===== config.mk =====
export PLATFORM = sky130hd
export DESIGN_NAME = uaf_top
export DESIGN_NICKNAME = d
export VERILOG_FILES = /design/src/common/uaf_pkg.sv /design/src/uaf_rx_fifo.sv /design/src/uaf_top.sv
export SDC_FILE = /design/constraint.sdc
export NUM_CORES = 1
export LEC_CHECK = 0
export ABC_CLOCK_PERIOD_IN_PS = 1930
export BUFFER_PORTS_ARGS = -buffer_cell sky130_fd_sc_hd__buf_2
export CAP_MARGIN = 15
export CORE_UTILIZATION = 25
export DETAILED_ROUTE_END_ITERATION = 6
export SYNTH_ARGS = -nofsm -noshare
export SYNTH_HDL_FRONTEND = slang
export SYNTH_SLANG_ARGS = --single-unit

===== constraint.sdc =====
create_clock -name clk_i -period 1.93 [get_ports clk_i]
set_input_delay 0.2895 -clock clk_i [delete_from_list [all_inputs] [get_ports clk_i]]
set_output_delay 0.2895 -clock clk_i [all_outputs]
set_load 0.03 [all_outputs]

===== src/common/uaf_pkg.sv =====
package uaf_pkg;

	// register byte addresses on the bus (low address bits only)
	localparam int         ADDR_W        = 8;
	localparam logic [7:0] ADDR_DATA     = 8'h00;
	localparam logic [7:0] ADDR_CSA      = 8'h04;
	localparam logic [7:0] ADDR_CSB      = 8'h08;
	localparam logic [7:0] ADDR_SHARED   = 8'h0C;
	localparam logic [7:0] ADDR_BAUD_LO  = 8'h10;

	// ctrl_status_a bit positions
	localparam int CSA_RXC  = 7;
	localparam int CSA_TXC  = 6;
	localparam int CSA_DRE  = 5;
	localparam int CSA_FE   = 4;
	localparam int CSA_DOR  = 3;
	localparam int CSA_PE   = 2;
	localparam int CSA_U2X  = 1;
	localparam int CSA_ADDRESS_FILTER_MODE = 0;

	// ctrl_status_b bit positions
	localparam int CSB_RX_DONE_IRQ_ENABLE = 7;
	localparam int CSB_TX_DONE_IRQ_ENABLE = 6;
	localparam int CSB_DREIE = 5;
	localparam int CSB_RXEN  = 4;
	localparam int CSB_TXEN  = 3;
	localparam int CSB_CSZ2  = 2;
	localparam int CSB_RX_NINTH_BIT  = 1;
	localparam int CSB_TX_NINTH_BIT  = 0;

	// shared location: select bit and frame_config fields
	localparam int CFG_SEL     = 7;
	localparam int CFG_UMSEL   = 6;
	localparam int CFG_UPM_HI  = 5;
	localparam int CFG_UPM_LO  = 4;
	localparam int CFG_TWO_STOP_SELECT    = 3;
	localparam int CFG_CSZ_HI  = 2;
	localparam int CFG_CSZ_LO  = 1;
	localparam int CFG_UCPOL   = 0;
	localparam logic [7:0] CFG_RESET   = 8'h86;
	localparam int         BAUD_HI_W   = 4;

	// character size codes
	localparam logic [2:0] CSZ_5 = 3'h0;
	localparam logic [2:0] CSZ_6 = 3'h1;
	localparam logic [2:0] CSZ_7 = 3'h2;
	localparam logic [2:0] CSZ_9 = 3'h7;

	// widths
	localparam int FRAME_W = 9;
	localparam int ENTRY_W = 11;
	localparam int ENT_FE  = 10;
	localparam int ENT_PE  = 9;
	localparam int ENT_B8  = 8;

	// bus encodings
	localparam logic       HRESP_OKAY = 1'b0;

	// keep only the bits the character size uses; upper bits become zero
	function automatic logic [8:0] uaf_mask(input logic [2:0] csz, input logic [8:0] d);
		logic [8:0] m;
		m = 9'h0FF;
		unique case (csz)
			CSZ_5:   m = 9'h01F;
			CSZ_6:   m = 9'h03F;
			CSZ_7:   m = 9'h07F;
			CSZ_9:   m = 9'h1FF;
			default: m = 9'h0FF;
		endcase
		return d & m;
	endfunction : uaf_mask

endpackage : uaf_pkg


===== src/uaf_rx_fifo.sv =====
`timescale 1ns/1ps
`default_nettype none

module uaf_rx_fifo #(
	parameter int WIDTH = 11
) (
	// clock and reset
	input  wire logic             clk_i,
	input  wire logic             reset_i,
	// control
	input  wire logic             flush_i,
	input  wire logic             push_i,
	input  wire logic [WIDTH-1:0] push_data_i,
	input  wire logic             pop_i,
	// status
	output logic      [WIDTH-1:0] head_o,
	output logic                  empty_o,
	output logic                  full_o
);

	logic [WIDTH-1:0] mem_q [2];
	logic [WIDTH-1:0] mem_d [2];
	logic             rd_ptr_q, rd_ptr_d;
	logic [1:0]       count_q, count_d;
	logic             do_push, do_pop;

	assign empty_o = (count_q == 2'h0);
	assign full_o  = (count_q == 2'h2);
	assign head_o  = mem_q[rd_ptr_q];

	// pointer and occupancy; a push into a full fifo is refused here
	always_comb begin
		do_push  = push_i && !full_o;
		do_pop   = pop_i && !empty_o;
		mem_d    = mem_q;
		rd_ptr_d = rd_ptr_q;
		count_d  = count_q;
		if (do_push) begin
			mem_d[rd_ptr_q ^ count_q[0]] = push_data_i;
		end
		if (do_pop) begin
			rd_ptr_d = !rd_ptr_q;
		end
		count_d = count_q + {1'b0, do_push} - {1'b0, do_pop};
		if (flush_i) begin
			rd_ptr_d = 1'b0;
			count_d  = 2'h0;
		end
	end

	always_ff @(posedge clk_i) begin
		if (reset_i) begin
			mem_q[0] <= '0;
			mem_q[1] <= '0;
			rd_ptr_q <= 1'b0;
			count_q  <= 2'h0;
		end else begin
			mem_q    <= mem_d;
			rd_ptr_q <= rd_ptr_d;
			count_q  <= count_d;
		end
	end

endmodule : uaf_rx_fifo

`default_nettype wire


===== src/uaf_top.sv =====
// Functional notes
// - with filter mode on, data frames are dropped and never stored.
// - transmitter behaves the same regardless of filter mode.
// - frame type comes from first stop bit, or ninth bit in 9-bit mode.
// - frame type one is address, zero is data.
// - address frames are stored and raise receive complete as usual.
// - write to shared location picks divisor high or frame config by bit 7.
// - single read gives divisor high; read right after a shared read gives config.
// - data writes go to transmit buffer; data reads return receive buffer.
// - unused upper bits are dropped on transmit and read as zero.
// - data write while transmit buffer is full is ignored.
// - enabled transmitter moves buffer into empty shift register.
// - receive buffer is a two-entry fifo advanced by every data read.
// - receive complete mirrors unread data; receiver disable flushes it.
// - tx complete sets when frame done and transmit buffer empty.
// - tx complete clears on interrupt taken or writing one to it.
// - rx and tx complete flags are interrupt request sources.
// - interrupts need own enable, global enable and the flag.
// - char size 0 to 3 select 5 to 8 bits, 7 selects 9 bits.
// - transmit buffer empty reads one when writable and after reset.
`timescale 1ns/1ps
`default_nettype none

module uaf_top
	import uaf_pkg::*;
(
	// clock and reset
	input  wire logic        clk_i,
	input  wire logic        reset_i,
	// ahb-lite slave
	input  wire logic        hsel_i,
	input  wire logic [31:0] haddr_i,
	input  wire logic [1:0]  htrans_i,
	input  wire logic        hwrite_i,
	input  wire logic [2:0]  hsize_i,
	input  wire logic [31:0] hwdata_i,
	input  wire logic        hready_i,
	output logic      [31:0] hrdata_o,
	output logic             hreadyout_o,
	output logic             hresp_o,
	// receive frame recovery side
	input  wire logic        rx_frame_valid_i,
	input  wire logic [8:0]  rx_frame_data_i,
	input  wire logic        rx_first_stop_i,
	input  wire logic        rx_parity_err_i,
	// transmit shifter side
	input  wire logic        tx_shift_empty_i,
	input  wire logic        tx_frame_done_i,
	output logic             tx_load_o,
	output logic      [8:0]  tx_load_data_o,
	output logic             tx_active_o,
	// configuration to baud and frame logic
	output logic             rx_enable_o,
	output logic      [2:0]  char_size_sel_o,
	output logic             two_stop_select_o,
	output logic      [1:0]  parity_mode_o,
	output logic             sync_mode_o,
	output logic             clock_polarity_o,
	output logic             double_speed_sel_o,
	output logic      [11:0] baud_divisor_o,
	// interrupt requests
	input  wire logic        global_irq_enable_i,
	input  wire logic        tx_irq_taken_i,
	output logic             rx_irq_o,
	output logic             tx_irq_o,
	output logic             dre_irq_o
);

	typedef enum logic [1:0] {
		BUS_IDLE,
		BUS_WRITE,
		BUS_RD_FETCH,
		BUS_RD_DONE
	} uaf_bus_state_t;

	// bus group
	uaf_bus_state_t    state_q, state_d;
	logic [ADDR_W-1:0] addr_q, addr_d;
	logic              cfg_read_q, cfg_read_d;
	logic              shared_arm_q, shared_arm_d;
	logic [31:0]       hrdata_q, hrdata_d;
	logic              accept;
	logic              follow_read;
	logic              wr_en;
	logic [7:0]        wdata;

	// configuration group
	logic [7:0]           csb_q, csb_d;
	logic [7:0]           cfg_q, cfg_d;
	logic [BAUD_HI_W-1:0] baud_hi_q, baud_hi_d;
	logic [7:0]           baud_lo_q, baud_lo_d;
	logic                 u2x_q, u2x_d;
	logic                 address_filter_mode_q, address_filter_mode_d;
	logic [2:0]           csz;

	// transmit and receive group
	logic             txc_q, txc_d;
	logic             tx_full_q, tx_full_d;
	logic [8:0]       tx_buf_q, tx_buf_d;
	logic             tx_on_q, tx_on_d;
	logic             dor_q, dor_d;
	logic             tx_move;
	logic             frame_type;
	logic             frame_keep;
	logic             fifo_push;
	logic             fifo_pop;
	logic [ENTRY_W-1:0] fifo_head;
	logic [ENTRY_W-1:0] fifo_entry;
	logic             fifo_empty;
	logic             fifo_full;
	logic [7:0]       csa_rd;
	logic             rx_complete_flag;

	// address phase is taken only when the bus is ready and a transfer is requested
	assign accept      = hsel_i && htrans_i[1] && hready_i;
	assign wr_en       = (state_q == BUS_WRITE);
	assign wdata       = hwdata_i[7:0];
	// a read counts as following only with at most one idle cycle since the last shared read
	assign follow_read = shared_arm_q || (state_q == BUS_RD_DONE && addr_q == ADDR_SHARED);
	// reads fetch into a flop first, which costs one wait state
	assign hreadyout_o = (state_q != BUS_RD_FETCH);
	assign hresp_o     = HRESP_OKAY;
	assign hrdata_o    = hrdata_q;
	assign fifo_pop    = (state_q == BUS_RD_FETCH) && (addr_q == ADDR_DATA);

	// status a as software sees it
	assign rx_complete_flag    = !fifo_empty;
	assign csa_rd = {rx_complete_flag, txc_q, !tx_full_q, fifo_head[ENT_FE], dor_q, fifo_head[ENT_PE], u2x_q, address_filter_mode_q};

	// bus state, timed shared read sequence and read data
	always_comb begin
		state_d      = state_q;
		addr_d       = addr_q;
		cfg_read_d   = cfg_read_q;
		hrdata_d     = hrdata_q;
		shared_arm_d = (state_q == BUS_RD_DONE) && (addr_q == ADDR_SHARED);
		unique case (state_q)
			BUS_IDLE, BUS_WRITE, BUS_RD_DONE: begin
				state_d = BUS_IDLE;
				if (accept) begin
					addr_d     = haddr_i[ADDR_W-1:0];
					state_d    = hwrite_i ? BUS_WRITE : BUS_RD_FETCH;
					cfg_read_d = !hwrite_i && follow_read;
				end
			end
			BUS_RD_FETCH: begin
				state_d  = BUS_RD_DONE;
				hrdata_d = 32'h0000_0000;
				unique case (addr_q)
					ADDR_DATA:    hrdata_d[7:0] = fifo_head[7:0];
					ADDR_CSA:     hrdata_d[7:0] = csa_rd;
					ADDR_CSB:     hrdata_d[7:0] = {csb_q[7:2], fifo_head[ENT_B8], csb_q[CSB_TX_NINTH_BIT]};
					ADDR_SHARED:  hrdata_d[7:0] = cfg_read_q ? {1'b1, cfg_q[6:0]} :
						{{(8-BAUD_HI_W){1'b0}}, baud_hi_q};
					ADDR_BAUD_LO: hrdata_d[7:0] = baud_lo_q;
					default:      hrdata_d[7:0] = 8'h00; // unmapped reads zero, still OKAY
				endcase
			end
		endcase
	end

	always_ff @(posedge clk_i) begin
		if (reset_i) begin
			state_q      <= BUS_IDLE;
			addr_q       <= '0;
			cfg_read_q   <= 1'b0;
			shared_arm_q <= 1'b0;
			hrdata_q     <= 32'h0000_0000;
		end else begin
			state_q      <= state_d;
			addr_q       <= addr_d;
			cfg_read_q   <= cfg_read_d;
			shared_arm_q <= shared_arm_d;
			hrdata_q     <= hrdata_d;
		end
	end

	// configuration registers written in the write data phase
	always_comb begin
		csb_d     = csb_q;
		cfg_d     = cfg_q;
		baud_hi_d = baud_hi_q;
		baud_lo_d = baud_lo_q;
		u2x_d     = u2x_q;
		address_filter_mode_d    = address_filter_mode_q;
		if (wr_en) begin
			unique case (addr_q)
				ADDR_CSA: begin
					u2x_d  = wdata[CSA_U2X];
					address_filter_mode_d = wdata[CSA_ADDRESS_FILTER_MODE];
				end
				ADDR_CSB: csb_d = {wdata[7:2], 1'b0, wdata[CSB_TX_NINTH_BIT]};
				ADDR_SHARED: begin
					if (wdata[CFG_SEL]) begin
						cfg_d = {1'b1, wdata[6:0]};
					end else begin
						baud_hi_d = wdata[BAUD_HI_W-1:0];
					end
				end
				ADDR_BAUD_LO: baud_lo_d = wdata;
				default: ;
			endcase
		end
	end

	always_ff @(posedge clk_i) begin
		if (reset_i) begin
			csb_q     <= 8'h00;
			cfg_q     <= CFG_RESET;
			baud_hi_q <= '0;
			baud_lo_q <= 8'h00;
			u2x_q     <= 1'b0;
			address_filter_mode_q    <= 1'b0;
		end else begin
			csb_q     <= csb_d;
			cfg_q     <= cfg_d;
			baud_hi_q <= baud_hi_d;
			baud_lo_q <= baud_lo_d;
			u2x_q     <= u2x_d;
			address_filter_mode_q    <= address_filter_mode_d;
		end
	end

	// character size: codes 0..3 give 5..8 bits, 7 gives 9, others reserved
	assign csz = {csb_q[CSB_CSZ2], cfg_q[CFG_CSZ_HI:CFG_CSZ_LO]};

	// configuration outputs
	assign rx_enable_o        = csb_q[CSB_RXEN];
	assign char_size_sel_o    = csz;
	assign two_stop_select_o  = cfg_q[CFG_TWO_STOP_SELECT];
	assign parity_mode_o      = cfg_q[CFG_UPM_HI:CFG_UPM_LO];
	assign sync_mode_o        = cfg_q[CFG_UMSEL];
	assign clock_polarity_o   = cfg_q[CFG_UCPOL];
	assign double_speed_sel_o = u2x_q;
	assign baud_divisor_o     = {baud_hi_q, baud_lo_q};

	// frame type bit: ninth bit in 9-bit mode, else the first stop bit
	assign frame_type = (csz == CSZ_9) ? rx_frame_data_i[ENT_B8] : rx_first_stop_i;
	// one marks an address frame; data frames pass only with the filter off
	assign frame_keep = !address_filter_mode_q || frame_type;
	assign fifo_push  = rx_frame_valid_i && csb_q[CSB_RXEN] && frame_keep;
	// a stop bit of zero is a framing error; unused upper bits stored as zero
	assign fifo_entry = {!rx_first_stop_i, rx_parity_err_i, uaf_mask(csz, rx_frame_data_i)};

	// two-entry receive fifo, flushed while the receiver is off
	uaf_rx_fifo #(
		.WIDTH (ENTRY_W)
	) u_rx_fifo (
		.clk_i       (clk_i),
		.reset_i     (reset_i),
		.flush_i     (!csb_q[CSB_RXEN]),
		.push_i      (fifo_push),
		.push_data_i (fifo_entry),
		.pop_i       (fifo_pop),
		.head_o      (fifo_head),
		.empty_o     (fifo_empty),
		.full_o      (fifo_full)
	);

	// buffer to shifter hand-off; filter mode plays no part here
	assign tx_move        = tx_on_q && tx_full_q && tx_shift_empty_i;
	assign tx_load_o      = tx_move;
	assign tx_load_data_o = tx_buf_q;
	assign tx_active_o    = tx_on_q;

	// transmit buffer, complete flag and overrun
	always_comb begin
		tx_buf_d  = tx_buf_q;
		tx_full_d = tx_full_q;
		txc_d     = txc_q;
		dor_d     = dor_q;
		tx_on_d   = tx_on_q;
		// disabling waits until the buffer and the shifter have drained
		if (csb_q[CSB_TXEN]) begin
			tx_on_d = 1'b1;
		end else if (!tx_full_q && tx_shift_empty_i) begin
			tx_on_d = 1'b0;
		end
		if (tx_move) begin
			tx_full_d = 1'b0;
		end
		// a write while the buffer is full leaves the pending data untouched
		if (wr_en && addr_q == ADDR_DATA && !tx_full_q) begin
			tx_buf_d  = uaf_mask(csz, {csb_q[CSB_TX_NINTH_BIT], wdata});
			tx_full_d = 1'b1;
		end
		// clears first so that a done event in the same cycle wins
		if (tx_irq_taken_i || (wr_en && addr_q == ADDR_CSA && wdata[CSA_TXC])) begin
			txc_d = 1'b0;
		end
		if (tx_frame_done_i && !tx_full_q) begin
			txc_d = 1'b1;
		end
		// overrun is valid until the next data read; no new overrun is set in the cycle of that read
		if (fifo_pop) begin
			dor_d = 1'b0;
		end
		if (rx_frame_valid_i && csb_q[CSB_RXEN] && frame_keep && fifo_full && !fifo_pop) begin
			dor_d = 1'b1;
		end
		if (!csb_q[CSB_RXEN]) begin
			dor_d = 1'b0;
		end
	end

	always_ff @(posedge clk_i) begin
		if (reset_i) begin
			tx_buf_q  <= '0;
			tx_full_q <= 1'b0;
			txc_q     <= 1'b0;
			dor_q     <= 1'b0;
			tx_on_q   <= 1'b0;
		end else begin
			tx_buf_q  <= tx_buf_d;
			tx_full_q <= tx_full_d;
			txc_q     <= txc_d;
			dor_q     <= dor_d;
			tx_on_q   <= tx_on_d;
		end
	end

	// interrupt requests, gated by own enable and the global enable
	assign rx_irq_o  = csb_q[CSB_RX_DONE_IRQ_ENABLE] && global_irq_enable_i && rx_complete_flag;
	assign tx_irq_o  = csb_q[CSB_TX_DONE_IRQ_ENABLE] && global_irq_enable_i && txc_q;
	assign dre_irq_o = csb_q[CSB_DREIE] && global_irq_enable_i && !tx_full_q;

endmodule : uaf_top

`default_nettype wire

==> flow_summary_export.csv <==
group,metric,value,unit
yosys,synth_compound_area_frac,0.183,
final_layout,drive_gt1_frac,0.279,
flow_run,max_cap_violations,0,
clock_network,clk_latency,0.35,ns
place,numPortBuffers,82,
sta,skew,0.00649,ns
yosys,synth_edf_count,0,
sta,min_period,1.98,ns
global_routing,grt-ovfl-total,0,
pwr,p_leak,2.18,nW
detailed_routing,dr.pass1.iters,5,
final_layout,diodes,0,
place,dp_hpwl,9.88,mm
detailed_routing,wl_met1,6.23,mm
clock_network,path_clk_slew,0.06,ns
clock_network,cts_max_path_buffers,2,
final_layout,layout_commonest_cell,"dfxtp_1",
hold_path,hold_class,"in2reg",
critical_path,worst_ep_required_time,2.22,ns
final_layout,nets,700,
global_routing,grt_max_degree,42,
clock_network,root_buffer,"clkbuf_16",
clock_network,cts.sinks,86,
critical_path,critical_path_class,"reg2reg",
yosys,synth_xor_area_frac,0.00207,
detailed_routing,drt-wirelength-per-cell,15.7,microns
sta,drv_slew,0,
final_layout,layout.cells.non_filler,833,
status,violations,"negative setup slack",
sta,layout_setup_ws,-0.0462,ns
detailed_routing,vias,3977,
clock_network,cts_hold_buf,0,
yosys,async_flop_share,0,
sta,fin_setup_tns,-0.0505,ns
place,pre_cts_ws,-0.0786,ns
floorplanning,dieHeight,132,microns
pwr,p_per_area,746,mW/mm^2
floorplanning,row_count,47,
clock_network,cts_buffers,9,
critical_path,cp_max_fo,3,
detailed_routing,topRoutingLayerUsed,"met5",
sta,hold_ws,0.181,ns
pwr,irDropWorstVdd,0.449,mV
floorplanning,start_util,0.256,
detailed_routing,antenna_left,0,
detailed_routing,drc,0,
place,gp_congestion,0.842,
final_layout,final_cell_mix,"dfxtp_1 (85), buf_2 (82), a21oi_1 (55)",
detailed_routing,wl_met2,6.05,mm
floorplanning,die_w,132,microns
yosys,synth_area_leader_cell,"dfxtp_1",
final_layout,fin_area,0.00539,sq mm
detailed_routing,drt-total-wl,13.1,mm
status,status,"finished, violations left",
global_routing,grt_util_all_layers,0.154,
global_routing,antenna_found_initial,1,
critical_path,cp.arrival,2.27,ns
yosys,yosysWarnings,0,
sta,tightest_slew,0.716,ns
detailed_routing,route.met3.wl,636,microns
sta,max_freq,506,MHz
sta,timing.final.crit_share,1.02,
sta,max_slew_margin,0.519,
yosys,yosysSeqAreaShare,0.408,
sta,rsz0062_at_grt,"true",
yosys,synthMuxAreaShare,0.0835,
place,dp.cells,813,
global_routing,grt_pass1_vias,3584,
detailed_routing,viasPerCell,4.77,
yosys,synth_top_area_share,0.408,
floorplanning,core,0.0165,sq mm
yosys,synth.distinct_cells,60,
sta,setup_viol,2,
yosys,synthSimpleGateAreaFrac,0.231,
yosys,syn_inst,504,
pwr,power,4.02,mW
global_routing,grt_pass1_wl,20.6,mm
yosys,syn_area_per_cell,8.38,sq um
yosys,yosys.area_share.adder,0.00296,
critical_path,cp-start-kind,"register",
floorplanning,dieArea,0.0174,sq mm
yosys,synthTopCellsByArea,"dfxtp_1 (41%), mux2i_1 (7.8%), a21oi_1 (6.9%), nand2_1 (4.7%), buf_4 (4.6%)",
final_layout,areaGrowthSynthToFinish,27.5,%
yosys,synth_top_family_by_area,"simple AND/OR/NAND/NOR gates",
floorplanning,design.portCount,160,
clock_network,cts_tree,"yes",
final_layout,post-route-util,0.326,
clock_network,cts_htree_levels,3,
critical_path,end_kind,"register",
sta,final_hold_viol_count,0,
detailed_routing,drt_iter0_drc,213,
yosys,synth_seq_cells,86,
yosys,ys.flop_type,"dfxtp_1",
yosys,synthesis.area,0.00422,sq mm
place,dpl-instance-area,0.00500,sq mm
-- flip-flops by register name (all words and copies together), names as in the netlist, 2 cells and up --
signal	count
csb_q	7
addr_q	8
tx_load_data_o	9
baud_lo_q	8
u_rx_fifo.mem_q	22
cfg_q	7
u_rx_fifo.count_q	2
hrdata_o	8
baud_hi_q	4
state_q	2
-- Yosys cell counts (3+ instances only) --
master	instances
clkbuf_1	26
nand3_1	31
a311oi_1	4
nor2b_1	5
a21o_1	3
o22ai_1	5
buf_6	3
nand2b_1	10
inv_1	6
nor4_2	3
nor2_1	39
o21ai_0	30
mux2i_1	33
and3_1	6
buf_2	5
a211oi_1	7
dfxtp_1	86
nand4_1	7
a21oi_1	58
nand2_1	53
nor3_1	5
buf_4	26
nand3b_1	4
o211ai_1	3
-- power breakdown --
| part | switching (mW) | internal (mW) | total [mW] |
|---|---|---|---|
| Combinational | 0.263 | 0.123 | 0.386 |
| Sequential | 0.0137 | 1.80 | 1.81 |
| Clock | 0.704 | 1.12 | 1.82 |
-- cells by family after synthesis --
| group | after synthesis |
|---|---|
| compound gates | 130 |
| xor+xnor | 1 |
| fa+ha+maj | 1 |
| buf+inv | 67 |
| flops | 86 |
| mux | 35 |
| other cells | 1 |
| simple gates | 183 |
-- per-layer routing --
layer  vias up  GRT usage
met5         -          0
met4         2     0.0433
met3        14     0.0384
met2       106      0.242
met1      1903      0.208
li1       1952          -
-- what timing repair did --
item,in CTS,in global routing
buffers inserted,1,3
setup endpoints to repair,12,15
gates cloned,0,1
resized for setup,2,11
pin swaps,2,12
-- path summary, 6_finish.rpt --
kind                           from                   end  slack [ns]  cells after the start
setup / recovery          addr_q[5]  u_rx_fifo.count_q[0]       -0.05                      6
hold reg to reg   tx_load_data_o[2]     tx_load_data_o[2]        0.45                      2
setup reg to reg          addr_q[5]  u_rx_fifo.count_q[0]       -0.05                      6
hold / removal           haddr_i[0]             addr_q[0]        0.18                      3
-- layout make-up --
cell class,instances,area (sq um)
inverters,7,27.5
clock buffers,10,229
repair buffers,130,791
clock inverters,5,75.1
flip-flops and latches,86,1720
fillers,1764,11100
multi-input cells,375,2270
well taps,220,275
-- worst max-delay path, stage by stage, from the launching register on --
cell     delay (ns)
dfxtp_2        0.31
or4_4          0.56
nor4_4         0.28
ha_1           0.31
buf_4          0.15
a31o_2         0.21
a21oi_2        0.10
Note: power is estimated with default switching activity, not from simulation.
